## src/hdl/hscr_pkg.sv

```systemverilog
// Constants, field layout and carrier types of the host status/control bank
package hscr_pkg;

	// ----------------------------------------------------------------
	// Register offsets and banks
	// ----------------------------------------------------------------
	localparam logic [7:0] HSCR_OFS_HOUR_HIGH = 8'hFB;
	localparam logic [7:0] HSCR_OFS_HOUR_LOW  = 8'hFC;
	localparam logic [7:0] HSCR_OFS_READY     = 8'hFD;
	localparam logic [7:0] HSCR_OFS_USER_CTRL = 8'hFE;
	localparam logic [7:0] HSCR_OFS_RST_PULSE = 8'hFF;
	localparam logic       HSCR_BANK_A2       = 1'h0;
	localparam logic       HSCR_BANK_A6       = 1'h1;

	// ----------------------------------------------------------------
	// Field positions
	// ----------------------------------------------------------------
	localparam int HSCR_HOUR_CORRUPT_BIT = 7;
	localparam int HSCR_HOUR_SPLIT       = 8;
	localparam int HSCR_READY_LSB        = 3;
	localparam int HSCR_READY_N          = 5;
	localparam int HSCR_UC_MASK_BIT      = 6;
	localparam int HSCR_UC_FLAG_BIT      = 5;
	localparam int HSCR_UC_IE_BIT        = 4;
	localparam int HSCR_UC_PSEL_LSB      = 2;
	localparam int HSCR_UC_MSEL_LSB      = 0;
	localparam int HSCR_SEL_W            = 2;
	localparam int HSCR_PULSE_W          = 3;

	// ----------------------------------------------------------------
	// Reset and command values
	// ----------------------------------------------------------------
	localparam logic [7:0] HSCR_USER_CTRL_RST = 8'h20;
	localparam logic [4:0] HSCR_READY_RST     = 5'h00;
	localparam logic [2:0] HSCR_PULSE_RST     = 3'h0;
	localparam logic [2:0] HSCR_PULSE_FIRE    = 3'h7;
	localparam logic [1:0] HSCR_SEL_RSVD      = 2'h3;
	localparam logic [7:0] HSCR_RD_ZERO       = 8'h00;

	// ----------------------------------------------------------------
	// Timing
	// ----------------------------------------------------------------
	localparam int HSCR_CLK_MHZ       = 25;
	localparam int HSCR_PULSE_US      = 125;
	localparam int HSCR_CLR_DELAY_US  = 22500;
	localparam int HSCR_PULSE_CYC     = HSCR_PULSE_US * HSCR_CLK_MHZ;
	localparam int HSCR_CLR_DELAY_CYC = HSCR_CLR_DELAY_US * HSCR_CLK_MHZ;
	localparam int HSCR_CNT_W         = 20;

	// ----------------------------------------------------------------
	// Types
	// ----------------------------------------------------------------
	typedef struct packed {
		logic       wr;
		logic       rd;
		logic       bank;
		logic [7:0] addr;
		logic [7:0] wdata;
	} hscr_req_t;

	typedef enum logic [1:0] {
		HSCR_IDLE,
		HSCR_DRIVE,
		HSCR_HOLD
	} hscr_pulse_st_t;

endpackage

```

## src/hdl/hscr_pulse_timer.sv

```systemverilog
// Reset pulse sequencer for the open-drain general output
`timescale 1ns/100ps
module hscr_pulse_timer
	import hscr_pkg::*;
#(
	parameter int CLR_CYC = HSCR_CLR_DELAY_CYC
) (
	// Clock and reset
	input  wire logic core_clk,
	input  wire logic nrst,
	// Control
	input  wire logic fire,
	output logic      drive,
	output logic      clear_done
);

	hscr_pulse_st_t         st_r;
	hscr_pulse_st_t         st_nxt;
	logic [HSCR_CNT_W-1:0]  cnt_r;
	logic [HSCR_CNT_W-1:0]  cnt_nxt;
	wire                    pulse_end;
	wire                    hold_end;

	localparam logic [HSCR_CNT_W-1:0] PULSE_LAST =
		HSCR_CNT_W'(HSCR_PULSE_CYC - 1);
	localparam logic [HSCR_CNT_W-1:0] HOLD_LAST =
		HSCR_CNT_W'(CLR_CYC - 1);

	assign pulse_end = (st_r == HSCR_DRIVE) && (cnt_r == PULSE_LAST);
	assign hold_end  = (st_r == HSCR_HOLD) && (cnt_r == HOLD_LAST);
	assign drive      = (st_r == HSCR_DRIVE);
	assign clear_done = hold_end;

	always_comb begin
		st_nxt  = st_r;
		cnt_nxt = cnt_r + 1'b1;
		case (st_r)
			HSCR_IDLE: begin
				cnt_nxt = '0;
				if (fire)
					st_nxt = HSCR_DRIVE;
			end
			HSCR_DRIVE: begin
				if (pulse_end) begin
					st_nxt  = HSCR_HOLD;
					cnt_nxt = '0;
				end
			end
			HSCR_HOLD: begin
				if (hold_end) begin
					st_nxt  = HSCR_IDLE;
					cnt_nxt = '0;
				end
			end
			default: begin
				st_nxt  = HSCR_IDLE;
				cnt_nxt = '0;
			end
		endcase
	end

	always_ff @(posedge core_clk or negedge nrst) begin
		if (!nrst) begin
			st_r  <= HSCR_IDLE;
			cnt_r <= '0;
		end else begin
			st_r  <= st_nxt;
			cnt_r <= cnt_nxt;
		end
	end
endmodule

```

## src/hdl/hscr_regs.sv

```systemverilog
// Host status and control register bank with interrupt and reset pulse
`timescale 1ns/100ps

// Summary of operation
// Hour-meter high byte bit 7 reports stored count corrupted.
// Hour-meter high byte bits 6:0 carry upper seven count bits.
// Finished conversion sets that parameter's data-ready flag.
// Host read of a result register clears its data-ready flag.
// Ready flags: temp 7, voltage 6, bias 5, tx 4, rx 3; 2:0 reserved.
// Power setpoint select 3:2 picks setpoint 0, 1 or 2; 11 reserved.
// Modulation select 1:0 picks register 0, 1 or 2; 11 reserved.
// Interrupt line asserts only while global enable bit 4 is set.
// Writing enable to 1 while interrupt asserted releases it at once.
// Power-on flag bit 5 is set by every power-on reset.
// With mask bit 6 set, power-on event raises host interrupt.
// Reading user control clears power-on flag and releases interrupt.
// Mask set while flag set asserts interrupt now, held until read.
// Mask, enable and both selects are kept in non-volatile storage.
// Host writes 0 to user control bit 7; its read value undefined.
// Reset-pulse register: bits 7:3 read-only reserved, 2:0 read/write.
// High byte's seven bits join low byte into 15-bit hour count.
// In reset mode, writing 111 drives general output low ~125 us.
// Field clears from 111 to 000 ~22.5 ms after pulse ends.
// Without reset mode the reset-pulse field has no effect.
// Interrupt output is enable AND mask AND flag, released otherwise or after an R9 enable write.
module hscr_regs
	import hscr_pkg::*;
#(
	parameter int CLR_CYC = HSCR_CLR_DELAY_CYC
) (
	// Clock and reset
	input  wire logic                     core_clk,
	input  wire logic                     nrst,
	// Register access from the serial engine
	input  wire hscr_req_t                req,
	output logic [7:0]                    rd_data,
	// Conversion events
	input  wire logic [HSCR_READY_N-1:0]  conv_done,
	input  wire logic [HSCR_READY_N-1:0]  result_read,
	// Hour meter
	input  wire logic [14:0]              hour_count,
	input  wire logic                     hour_corrupt,
	// Non-volatile user control image
	input  wire logic [7:0]               nv_user_ctrl,
	output logic                          nv_wr,
	output logic [7:0]                    nv_wdata,
	// Configuration
	input  wire logic                     reset_mode,
	// Setpoint selection
	output logic [HSCR_SEL_W-1:0]         power_setpoint_select,
	output logic [HSCR_SEL_W-1:0]         modulation_setpoint_select,
	output logic [2:0]                    power_setpoint_onehot,
	output logic [2:0]                    modulation_setpoint_onehot,
	// Open-drain pins
	output logic                          int_n_o,
	output logic                          int_n_oe,
	output logic                          general_output_pin_o,
	output logic                          general_output_pin_oe
);

	// ----------------------------------------------------------------
	// Helpers
	// ----------------------------------------------------------------
	function automatic logic [2:0] sel_decode(input logic [1:0] sel);
		logic [2:0] oh;
		oh = 3'h0;
		if (sel != HSCR_SEL_RSVD)
			oh[sel] = 1'b1;
		return oh;
	endfunction

	// ----------------------------------------------------------------
	// State
	// ----------------------------------------------------------------
	logic [HSCR_READY_N-1:0] ready_r;
	logic [HSCR_READY_N-1:0] ready_nxt;
	logic                    mask_r;
	logic                    mask_nxt;
	logic                    flag_r;
	logic                    flag_nxt;
	logic                    ie_r;
	logic                    ie_nxt;
	logic [1:0]              psel_r;
	logic [1:0]              psel_nxt;
	logic [1:0]              msel_r;
	logic [1:0]              msel_nxt;
	logic                    squash_r;
	logic                    squash_nxt;
	logic [2:0]              pulse_r;
	logic [2:0]              pulse_nxt;
	logic                    nv_load_r;
	logic [7:0]              rd_data_r;
	logic [7:0]              rd_data_nxt;
	logic                    nv_wr_r;
	logic [7:0]              nv_wdata_r;
	logic [2:0]              poh_r;
	logic [2:0]              moh_r;

	// ----------------------------------------------------------------
	// Address decode
	// ----------------------------------------------------------------
	wire hit_hi  = (req.bank == HSCR_BANK_A6) &&
	               (req.addr == HSCR_OFS_HOUR_HIGH);
	wire hit_lo  = (req.bank == HSCR_BANK_A6) &&
	               (req.addr == HSCR_OFS_HOUR_LOW);
	wire hit_rdy = (req.bank == HSCR_BANK_A6) &&
	               (req.addr == HSCR_OFS_READY);
	wire hit_uc  = (req.bank == HSCR_BANK_A2) &&
	               (req.addr == HSCR_OFS_USER_CTRL);
	wire hit_rp  = (req.bank == HSCR_BANK_A2) &&
	               (req.addr == HSCR_OFS_RST_PULSE);
	wire wr_rdy  = req.wr && hit_rdy;
	wire wr_uc   = req.wr && hit_uc;
	wire wr_rp   = req.wr && hit_rp;
	wire rd_uc   = req.rd && hit_uc;

	// ----------------------------------------------------------------
	// Read images
	// ----------------------------------------------------------------
	wire [7:0] img_hi  = {hour_corrupt,
	                      hour_count[14:HSCR_HOUR_SPLIT]};
	wire [7:0] img_lo  = hour_count[HSCR_HOUR_SPLIT-1:0];
	wire [7:0] img_rdy = {ready_r, {HSCR_READY_LSB{1'b0}}};
	// Bit 7 has no storage and reads zero
	wire [7:0] img_uc  = {1'b0, mask_r, flag_r, ie_r,
	                      psel_r, msel_r};
	wire [7:0] img_rp  = {5'h00, pulse_r};

	assign rd_data_nxt = !req.rd ? rd_data_r :
	                     hit_hi  ? img_hi :
	                     hit_lo  ? img_lo :
	                     hit_rdy ? img_rdy :
	                     hit_uc  ? img_uc :
	                     hit_rp  ? img_rp : HSCR_RD_ZERO;

	// ----------------------------------------------------------------
	// Data-ready flags: a completing conversion wins over a clear
	// ----------------------------------------------------------------
	wire [4:0] rdy_wval = req.wdata[7:HSCR_READY_LSB];
	assign ready_nxt = ((wr_rdy ? rdy_wval : ready_r) & ~result_read)
	                   | conv_done;

	// ----------------------------------------------------------------
	// User control
	// ----------------------------------------------------------------
	wire int_raw = ie_r && mask_r && flag_r;
	wire int_on  = int_raw && !squash_r;

	assign mask_nxt = wr_uc ? req.wdata[HSCR_UC_MASK_BIT] : mask_r;
	assign ie_nxt   = wr_uc ? req.wdata[HSCR_UC_IE_BIT] : ie_r;
	assign psel_nxt = wr_uc ?
		req.wdata[HSCR_UC_PSEL_LSB +: HSCR_SEL_W] : psel_r;
	assign msel_nxt = wr_uc ?
		req.wdata[HSCR_UC_MSEL_LSB +: HSCR_SEL_W] : msel_r;
	// Only the power-on reset sets the flag; a read clears it
	assign flag_nxt = rd_uc ? 1'b0 : flag_r;
	// Writing enable high while the line is low releases it
	assign squash_nxt = (wr_uc && req.wdata[HSCR_UC_IE_BIT] &&
	                     int_on) ? 1'b1 :
	                    rd_uc ? 1'b0 : squash_r;

	// ----------------------------------------------------------------
	// Reset-pulse field
	// ----------------------------------------------------------------
	logic pulse_drive;
	logic pulse_clear;
	wire  pulse_fire = wr_rp && reset_mode &&
	                   (req.wdata[2:0] == HSCR_PULSE_FIRE);

	assign pulse_nxt = wr_rp ? req.wdata[2:0] :
	                   (pulse_clear && pulse_r == HSCR_PULSE_FIRE) ?
	                   HSCR_PULSE_RST : pulse_r;

	hscr_pulse_timer #(
		.CLR_CYC    (CLR_CYC)
	) u_pulse (
		.core_clk   (core_clk),
		.nrst       (nrst),
		.fire       (pulse_fire),
		.drive      (pulse_drive),
		.clear_done (pulse_clear)
	);

	// ----------------------------------------------------------------
	// Registers
	// ----------------------------------------------------------------
	always_ff @(posedge core_clk or negedge nrst) begin
		if (!nrst) begin
			ready_r  <= HSCR_READY_RST;
			flag_r   <= HSCR_USER_CTRL_RST[HSCR_UC_FLAG_BIT];
			squash_r <= 1'b0;
			pulse_r  <= HSCR_PULSE_RST;
			rd_data_r <= HSCR_RD_ZERO;
		end else begin
			ready_r  <= ready_nxt;
			flag_r   <= flag_nxt;
			squash_r <= squash_nxt;
			pulse_r  <= pulse_nxt;
			rd_data_r <= rd_data_nxt;
		end
	end

	// Persistent fields reload from storage after reset release
	always_ff @(posedge core_clk or negedge nrst) begin
		if (!nrst) begin
			nv_load_r <= 1'b1;
			mask_r    <= HSCR_USER_CTRL_RST[HSCR_UC_MASK_BIT];
			ie_r      <= HSCR_USER_CTRL_RST[HSCR_UC_IE_BIT];
			psel_r    <= HSCR_USER_CTRL_RST[HSCR_UC_PSEL_LSB +: HSCR_SEL_W];
			msel_r    <= HSCR_USER_CTRL_RST[HSCR_UC_MSEL_LSB +: HSCR_SEL_W];
		end else if (nv_load_r) begin
			nv_load_r <= 1'b0;
			mask_r    <= nv_user_ctrl[HSCR_UC_MASK_BIT];
			ie_r      <= nv_user_ctrl[HSCR_UC_IE_BIT];
			psel_r    <= nv_user_ctrl[HSCR_UC_PSEL_LSB +: HSCR_SEL_W];
			msel_r    <= nv_user_ctrl[HSCR_UC_MSEL_LSB +: HSCR_SEL_W];
		end else begin
			mask_r    <= mask_nxt;
			ie_r      <= ie_nxt;
			psel_r    <= psel_nxt;
			msel_r    <= msel_nxt;
		end
	end

	// Write-through of persistent fields to storage
	always_ff @(posedge core_clk or negedge nrst) begin
		if (!nrst) begin
			nv_wr_r    <= 1'b0;
			nv_wdata_r <= HSCR_RD_ZERO;
		end else begin
			nv_wr_r    <= wr_uc && !nv_load_r;
			if (wr_uc && !nv_load_r)
				nv_wdata_r <= {1'b0, req.wdata[6], 1'b0,
				               req.wdata[4:0]};
		end
	end

	always_ff @(posedge core_clk or negedge nrst) begin
		if (!nrst) begin
			poh_r <= 3'h0;
			moh_r <= 3'h0;
		end else begin
			poh_r <= sel_decode(psel_nxt);
			moh_r <= sel_decode(msel_nxt);
		end
	end

	// ----------------------------------------------------------------
	// Outputs
	// ----------------------------------------------------------------
	assign rd_data                    = rd_data_r;
	assign nv_wr                      = nv_wr_r;
	assign nv_wdata                   = nv_wdata_r;
	assign power_setpoint_select      = psel_r;
	assign modulation_setpoint_select = msel_r;
	assign power_setpoint_onehot      = poh_r;
	assign modulation_setpoint_onehot = moh_r;
	assign int_n_o                    = 1'b0;
	assign int_n_oe                   = int_on;
	assign general_output_pin_o       = 1'b0;
	assign general_output_pin_oe      = pulse_drive;
endmodule

```

## config.mk

```make
export PLATFORM = sky130hd
export DESIGN_NAME = hscr_regs
export DESIGN_NICKNAME = d
export VERILOG_FILES = /design/src/hdl/hscr_pkg.sv /design/src/hdl/hscr_pulse_timer.sv /design/src/hdl/hscr_regs.sv
export SDC_FILE = /design/constraint.sdc
export NUM_CORES = 1
export LEC_CHECK = 0
export CAP_MARGIN = 40
export CORE_MARGIN = 5
export CORE_UTILIZATION = 42
export CTS_CLUSTER_SIZE = 16
export DETAILED_ROUTE_END_ITERATION = 12
export DONT_BUFFER_PORTS = 1
export GPL_ROUTABILITY_DRIVEN = 0
export RECOVER_POWER = 100
export SETUP_SLACK_MARGIN = 0.1
export SLEW_MARGIN = 40
export SYNTH_ARGS = -nofsm -noshare
export SYNTH_HDL_FRONTEND = slang
export SYNTH_SLANG_ARGS = --single-unit
export TNS_END_PERCENT = 100
```

## constraint.sdc

```tcl
create_clock -name core_clk -period 2.7 [get_ports core_clk]
set_input_delay 0.54 -clock core_clk [delete_from_list [all_inputs] [get_ports core_clk]]
set_output_delay 0.54 -clock core_clk [all_outputs]
set_load 0.01 [all_outputs]
```

# Yosys cells after proc, flatten, opt, wreduce, memory -nomap -nowiden
# Index checks and enable logic that the tools add are counted.
# W data, S select, Z words.
[op_classes]
eq_ne = 16
n_lt_le_gt_ge = 4
muxes = 31
bitwise = 4
n_reduce_logical = 29
add_sub_neg = 1
[op_table]
columns = ["operator", "n"]
rows = [
  ["$eq A8 B8 Y1 const B", 5],
  ["$mux W20", 2],
  ["$pmux W20 S2", 1],
  ["$mux W8", 3],
  ["$logic_and A1 B1 Y1", 22],
  ["$add A20 B1 Y20 const B", 1],
  ["$eq A20 B12 Y1 const B", 1],
  ["$eq A20 B20 Y1 const B", 1],
  ["$mux W3", 5],
  ["$mux W2", 7],
  ["$mux W1", 8],
  ["$ne A2 B2 Y1 const B", 4],
  ["$mux W7", 1],
  ["$eq A3 B3 Y1 const B", 2],
  ["$lt A2 B3 Y1 const B", 2],
  ["$pmux W2 S3", 1],
  ["$reduce_bool A2 Y1", 3],
  ["$and A5 B5 Y5", 1],
  ["$mux W5", 1],
  ["$not A5 Y5", 1],
  ["$or A5 B5 Y5", 1],
  ["$demux W1 S2", 2],
  ["$ge A2 B1 Y1 const B", 2],
  ["$reduce_and A3 Y1", 1],
  ["other kinds (6)", 7],
]
[word_totals]
output_inout_bits = 31
word_cells = 101
input_bits = 56
regBits = 60

# Longest topological paths before layout
# Gate-level depths: netlist (run 1).
[depth]
word_depth = 9
mapped_depth = 8
mapped_depth_nobuf = 7

# Hierarchy
# Synthesis (run 1) repeated with hierarchy kept, for this count alone.
[unflattened]
hier_cells = 320
area_unflattened_um2 = 3285.7
[modules_own_cells]
columns = ["mod", "instances", "cells_per_inst", "area_per_inst_um2", "seq_area_each_um2"]
rows = [
  ["hscr_regs", 1, 196, 2083.2, 953.4],
  ["hscr_pulse_timer", 1, 124, 1202.4, 550.5],
]

# Worst setup path after synthesis (run 1)
# Ideal clock, no wire load.
[synth_path]
path_type = "register to register"
from = "reg u_pulse.cnt_r[0]"
to = "reg u_pulse.st_r[0]"
path_stages_with_launch = 8
setup_ps = 77
path_buffers = 0
path_slack_ps = 513
required_time_ps = 2623
arrival_ps = 2110
synth_period_minus_slack_ps = 2187
cell_sequence = "dfrtp_1 > inv_1 > ha_1 > or4bb_1 > or4_1 > o21a_1 > or3_1 > a21oi_1"
[synth_between]
elab_chain_cells = 4
word_cells_on_any_way = 7
classes_between = "4 x eq/ne; 3 x reduce/logical"
[synth_rtl]
columns = ["item", "line", "text"]
rows = [
  ["start, declared", "hscr_pulse_timer.sv:19", "logic [HSCR_CNT_W-1:0] cnt_r;"],
  ["start signal, assigned", "hscr_pulse_timer.sv:68", "cnt_r <= cnt_nxt;"],
  ["$eq A20 B20 Y1 / $eq A20 B12 Y1 (equally long branches)", "hscr_pulse_timer.sv:30, hscr_pulse_timer.sv:29", ""],
  ["$logic_and A1 B1 Y1 (on tied branches)", "hscr_pulse_timer.sv:30, hscr_pulse_timer.sv:29", ""],
  ["$ne A2 B2 Y1 (no line) / $ne A2 B1 Y1 (equally long branches)", "n/a", ""],
  ["$reduce_and A3 Y1 (no line) (*)", "n/a", ""],
  ["end signal, assigned", "hscr_pulse_timer.sv:67", "st_r <= st_nxt;"],
  ["end, declared", "hscr_pulse_timer.sv:17", "hscr_pulse_st_t st_r;"],
]
# Mark *: on every way between the ends. The rest lies on a longest branch, timed or not.
# A chain may end at the register's enable or synchronous reset.

# Final worst setup path (run 1)
[layout_path]
from = "reg u_pulse.cnt_r[0]"
to = "reg u_pulse.cnt_r[8]"
[layout_between]
elab_chain_cells = 4
word_cells_on_any_way = 8
classes_between = "1 x add/sub; 2 x eq/ne; 3 x mux; 2 x reduce/logical"
[layout_rtl]
columns = ["item", "line", "text"]
rows = [
  ["parallel branches: the longest is 3 deep, another holds $add A20 B1 Y20", "n/a", ""],
  ["$pmux W20 S2 (*)", "hscr_pulse_timer.sv:37", "case (st_r)"],
  ["net u_pulse.cnt_nxt[8]", "hscr_pulse_timer.sv:20", "logic [HSCR_CNT_W-1:0] cnt_nxt;"],
]
# Mark *: on every way through the listed nets, which the timed path passes.

==> results of run 1 <==
-- final cells by class --
type	instances	area (um^2)	area share, %
inverter	16	60.1	1.71
timing repair buffer	5	31.3	0.889
clock inverter	4	70.1	1.99
clock buffer	12	165	4.70
sequential	60	1500	42.8
multi-input combinational	243	1560	44.4
tap	99	124	3.52
-- worst max-delay path by stage --
stage                        end  cells past startpoint
6_report        u_pulse.cnt_r[8]                      8
3_3_place_gp   u_pulse.cnt_r[10]                      8
4_1_cts         u_pulse.cnt_r[8]                      8
2_1_floorplan    u_pulse.st_r[0]                      7
3_5_place_dp    u_pulse.cnt_r[8]                      8
5_1_grt         u_pulse.cnt_r[8]                      8
-- registers in the layout (all words and copies together) (netlist names), 3 cells and up --
name	cells
u_pulse.cnt_r	20
rd_data	8
nv_wdata	6
ready_r	5
modulation_setpoint_onehot	3
power_setpoint_onehot	3
pulse_r	3
-- metal layers --
metal | track usage, % | vias up
li1 | - | 1167
met4 | 8.09 | 0
met2 | 26.9 | 79
met3 | 5.10 | 18
met5 | 0 | -
met1 | 19.9 | 1171
-- worst reg2reg max path: stages (launching register included) --
cell,delay [ns]
dfrtp_1,0.42
inv_1,0.08
ha_1,0.14
or4bb_1,0.47
or4_1,0.44
o21a_1,0.23
o21ai_0,0.16
buf_4,0.26
nor2_1,0.09
-- layout by cell type, fill, tap and decap left out, types with 6 or more instances in the layout --
cell      instances
xnor2_1           6
nor4_1            6
nand2_1          29
dfrtp_1          58
o31ai_1           6
nand4_1           8
o21ai_0          16
mux2i_1          11
and3_1            7
nand3_1          15
xor2_1           12
nor2_1           35
inv_1            16
clkbuf_8         12
mux2_2           10
-- cells in the mapped netlist, types with 5 or more instances --
master / count / area [um^2]
nor4_1: 6 / 37.5
nand4_1: 8 / 50.1
xnor2_1: 6 / 52.6
and3_1: 7 / 43.8
nor2_1: 35 / 131
o21bai_1: 5 / 37.5
o21ai_0: 15 / 75.1
ha_1: 5 / 62.6
nand2_1: 29 / 109
xor2_1: 12 / 105
o31ai_1: 6 / 45.0
nand3_1: 15 / 75.1
mux2i_1: 11 / 110
clkbuf_1: 12 / 45.0
inv_1: 16 / 60.1
mux2_2: 10 / 113
nand3b_1: 5 / 37.5
dfrtp_1: 58 / 1450
-- report_power, final --
| part | switching, mW | total [mW] | internal (mW) | leakage [nW] |
|---|---|---|---|---|
| registers | 0.0345 | 0.961 | 0.926 | 0.762 |
| logic | 0.0506 | 0.0937 | 0.0431 | 0.716 |
| clock network | 0.364 | 0.956 | 0.592 | 0.122 |
| total | 0.449 | 2.01 | 1.56 | 1.60 |
-- cells by family (layout without fill, tap and decap cells) --
group	count (synthesis)	in the layout	share of synthesized area, %
and+or+nand+nor	137	137	22.5
DFF	60	60	47.0
AOI/OAI and AO/OA	57	57	11.9
buffers and inverters	34	37	4.54
muxes	21	21	6.97
xor gates and xnor gates	18	18	4.93
adders and majority gates	5	5	1.96
other	1	5	0.117
-- stage by stage --
stage	instances	power (mW)	hold WS, ns	cell area [um^2]	setup WS, ns
2_1_floorplan	337	1.04	0.244	3210	0.513
3_3_place_gp	422	1.05	0.246	3280	0.366
3_5_place_dp	422	1.06	0.246	3280	0.358
4_1_cts	439	2.04	0.0243	3540	0.336
5_1_grt	439	2.10	0.0175	3520	0.0867
6_report	439	2.01	0.0385	3520	0.307
==> impl_metrics.env, run 1 <==
export IMPL_hp_class="input port to asynchronous set/reset pin"
export IMPL_cts_resized=0
export IMPL_drive_above_1_share_pct=10.3
export IMPL_leakagePower_nw=1.60
export IMPL_critPathMaxStageDelay_ns=0.47
export IMPL_avgSynthCellArea_um2=9.60
export IMPL_ctsHoldBuffers=1
export IMPL_finalNetCount=396
export IMPL_powerDensity_nw_per_um2=572
export IMPL_rsz0062_at_grt="no"
export IMPL_cp_data_arrival_time_ns=2.62
export IMPL_antenna_found_initial=0
export IMPL_grt_ovfl_total=0
export IMPL_clock_sinks=60
export IMPL_drt_initial_drc_count=71
export IMPL_finalMaxSlewViolations=0
export IMPL_n_antenna_cell=0
export IMPL_drt_met1_wl_um=3220
export IMPL_syn_area_um2=3200
export IMPL_insertion_delay_ns=0.34
export IMPL_ys_flop_type="dfrtp_1"
export IMPL_crit_type="register to register"
export IMPL_worstPathRequired_ns=2.92
export IMPL_area_growth_pct=10.0
export IMPL_r2r_end="u_pulse.cnt_r[8]"
export IMPL_cts_root_buf="clkbuf_8"
export IMPL_synthArstFlopShare_pct=100
export IMPL_highest_layer="met4"
export IMPL_crit_path_top_delay_cell="or4bb_1"
export IMPL_synth_edf_count=0
export IMPL_netlist_cell_type_count=49
export IMPL_hold_viol_final=0
export IMPL_cp_num_buf_inv=2
export IMPL_worstMarginPinSlew_ns=1.45
export IMPL_drtPass1Iterations=4
export IMPL_ff2ff_path_depth=8
export IMPL_worstPathCellList="inv_1 > ha_1 > or4bb_1 > or4_1 > o21a_1 > o21ai_0 > buf_4 > nor2_1"
export IMPL_track_usage_pct=16.5
export IMPL_h_tree_depth=3
export IMPL_max_slew_margin_pct=3.48
export IMPL_port_buffers=0
export IMPL_max_freq_mhz=418
export IMPL_ys_ff_latch=60
export IMPL_ir_drop_v=0.000318
export IMPL_rrSetupSlack_ns=0.31
export IMPL_critPathMaxFanout=20
export IMPL_period_minus_slack_ns=2.39
export IMPL_cts_path_max_buffers=2
export IMPL_wl_um=7500
export IMPL_critPathTopFamily="simple AND/OR/NAND/NOR gates"
export IMPL_critPathLaunch="u_pulse.cnt_r[0]"
export IMPL_setup_viol=0
export IMPL_cts_setup_buffers=0
export IMPL_ant_nets=0
export IMPL_synth_seq_area_share_pct=47.0
export IMPL_yosys_warnings=0
export IMPL_die_h_um=97.2
export IMPL_wl_met2_um=3580
export IMPL_die_area_um2=9460
export IMPL_grt_pass1_wl_um=12600
export IMPL_vias=2435
export IMPL_route_met3_wl_um=488
export IMPL_start_util_pct=43.6
export IMPL_viasPerCell=5.55
export IMPL_reg2reg_from="u_pulse.cnt_r[0]"
export IMPL_post_route_drc_count=0
export IMPL_fill_cells=685
export IMPL_cts_tree="done"
export IMPL_grt_pass1_vias=2411
export IMPL_syn_inst=333
export IMPL_ios=87
export IMPL_die_w_um=97.2
export IMPL_crit_path_end_kind="register"
export IMPL_status="finished clean"
export IMPL_grt_max_degree=59
export IMPL_setup_worst_path_start_class="register"
export IMPL_core_area_um2=7330
export IMPL_period_share_pct=88.6
export IMPL_post_drt_wl_per_cell_um=17.1
export IMPL_finClkSkew_ns=0.00953
export IMPL_num_rows=31
export IMPL_drv_cap=0
export IMPL_clk_pin_slew_ns=0.07
export IMPL_dp_hpwl_um=5470
export IMPL_cts_buffers=9
export IMPL_final_util_pct=48.0
export IMPL_setup_tns_ns=0
Note: power is estimated with default switching activity, not from simulation.
==> run 2: changes to the inputs <==
--- a/config.mk
+++ b/config.mk
@@ -12,7 +12,7 @@
 export DETAILED_ROUTE_END_ITERATION = 12
 export DONT_BUFFER_PORTS = 1
 export GPL_ROUTABILITY_DRIVEN = 0
-export RECOVER_POWER = 100
+export RECOVER_POWER = 25
 export SETUP_SLACK_MARGIN = 0.1
 export SLEW_MARGIN = 40
 export SYNTH_ARGS = -nofsm -noshare
==> impl_metrics.env, run 2 (synthesis gave the netlist of run 1 again) <==
export IMPL_status="finished clean"
export IMPL_insertion_delay_ns=0.34
export IMPL_track_usage_pct=16.5
export IMPL_finClkSkew_ns=0.0102
export IMPL_drt_initial_drc_count=70
export IMPL_met1_usage_pct=19.9
export IMPL_ir_drop_v=0.000318
export IMPL_busiest_layer="met2"
export IMPL_port_buffers=0
export IMPL_h_tree_depth=3
export IMPL_cts_resized=0
export IMPL_setup_viol=0
export IMPL_num_rows=31
export IMPL_final_cell_mix="58 x dfrtp_1, 35 x nor2_1, 29 x nand2_1"
export IMPL_finalNetCount=396
export IMPL_critPathMaxStageDelay_ns=0.47
export IMPL_cp_data_arrival_time_ns=2.57
export IMPL_die_h_um=97.2
export IMPL_max_freq_mhz=427
export IMPL_critPathTopFamily="simple AND/OR/NAND/NOR gates"
export IMPL_post_drt_wl_per_cell_um=17.1
export IMPL_gr_usage_met2_pct=26.9
export IMPL_finalMaxSlewViolations=0
export IMPL_die_w_um=97.2
export IMPL_setup_worst_path_start_class="register"
export IMPL_crit_type="register to register"
export IMPL_ant_nets=0
export IMPL_cts_root_buf="clkbuf_8"
export IMPL_post_route_drc_count=0
export IMPL_hold_viol_final=0
export IMPL_wl_um=7510
export IMPL_powerDensity_nw_per_um2=571
export IMPL_grt_ovfl_total=0
export IMPL_antenna_found_initial=0
export IMPL_worstPathCellList="inv_1 > ha_1 > or4bb_1 > or4_1 > o21a_1 > o21ai_1 > buf_4 > nor2_1"
export IMPL_dp_hpwl_um=5470
export IMPL_total_power_mw=2.01
export IMPL_worstPathRequired_ns=2.92
export IMPL_crit_path_top_delay_cell="or4bb_1"
export IMPL_rsz0062_at_grt="no"
export IMPL_cts_path_max_buffers=2
export IMPL_clk_pin_slew_ns=0.07
export IMPL_start_util_pct=43.6
export IMPL_leakagePower_nw=1.61
export IMPL_core_area_um2=7330
export IMPL_worstMarginPinSlew_ns=1.45
export IMPL_drv_cap=0
export IMPL_critPathMaxFanout=20
export IMPL_hp_class="input port to asynchronous set/reset pin"
export IMPL_fin_area_um2=3520
export IMPL_cp_num_buf_inv=2
export IMPL_die_area_um2=9460
export IMPL_max_slew_margin_pct=3.33
export IMPL_clock_sinks=60
export IMPL_grt_pass1_wl_um=12600
export IMPL_drtPass1Iterations=4
export IMPL_area_growth_pct=10.1
export IMPL_dpl_cell_area_um2=3280
export IMPL_drive_above_1_share_pct=10.9
export IMPL_cts_tree="done"
export IMPL_n_antenna_cell=0
export IMPL_vias=2429
export IMPL_crit_path_end_kind="register"
export IMPL_globalRouteMet3Util_pct=5.10
export IMPL_grt_pass1_vias=2411
export IMPL_cts_buffers=9
export IMPL_viasPerCell=5.53
export IMPL_holdWs_ns=0.0380
export IMPL_layout_commonest_cell="dfrtp_1"
export IMPL_largest_reg_flops=20
export IMPL_period_minus_slack_ns=2.34
export IMPL_ios=87
export IMPL_period_share_pct=86.8
export IMPL_setup_tns_ns=0
export IMPL_top_register="u_pulse.cnt_r"
export IMPL_grt_max_degree=59
-- run 2: cell count changes in the layout (fill, tap and decap cells not counted), sizes merged --
cell    delta
buf        +1
clkbuf     -1
-- run 2: layout make-up --
class	count	area [um^2]
Inverter	16	60.1
Sequential cell	60	1500
Timing Repair Buffer	5	35.0
Multi-Input combinational cell	243	1560
Clock buffer	12	165
Clock inverter	4	70.1
Fill cell	683	3810
Tap cell	99	124
-- run 2: stage by stage --
stage,util [%],instances,worst slack [ns]
global route,48.0,439,0.166
floorplan,-,337,0.513
global placement,44.8,422,0.366
finish,48.0,439,0.357
detailed placement,44.8,422,0.358
CTS,48.3,439,0.336
-- run 2: power by group --
part	switching, mW	internal [mW]
Clock	0.364	0.592
Combinational	0.0506	0.0433
Sequential	0.0344	0.926
-- run 2: final timing paths --
check                                 startpoint                       endpoint  slack, ns  cells after the start
worst max-delay path            u_pulse.cnt_r[0]               u_pulse.cnt_r[8]       0.36                      8
worst min-delay path                        nrst                         flag_r       0.04                      0
worst max register to register  u_pulse.cnt_r[0]               u_pulse.cnt_r[8]       0.36                      8
worst min register to register          squash_r                       squash_r       0.48                      2
max in group asynchronous                   nrst  modulation_setpoint_onehot[1]       1.29                      1
min in group core_clk             result_read[3]                     ready_r[3]       0.29                      1
-- run 2: what timing repair did --
action                    CTS  global route
hold endpoints to repair   58             0
buffers inserted            0             0
hold buffers                1             0
-- run 2: routing by layer --
metal	routed length (um)	up-vias	share of wire, %
li1	-	1167	-
met2	3580	77	48
met4	209	0	2.8
met5	0	-	0
met3	486	18	6.5
met1	3230	1167	43
-- run 2: worst reg2reg max path, stage by stage (launching register included) --
cell     delay, ns
dfrtp_1       0.42
inv_1         0.08
ha_1          0.14
or4bb_1       0.47
or4_1         0.44
o21a_1        0.23
o21ai_1       0.13
buf_4         0.25
nor2_1        0.09
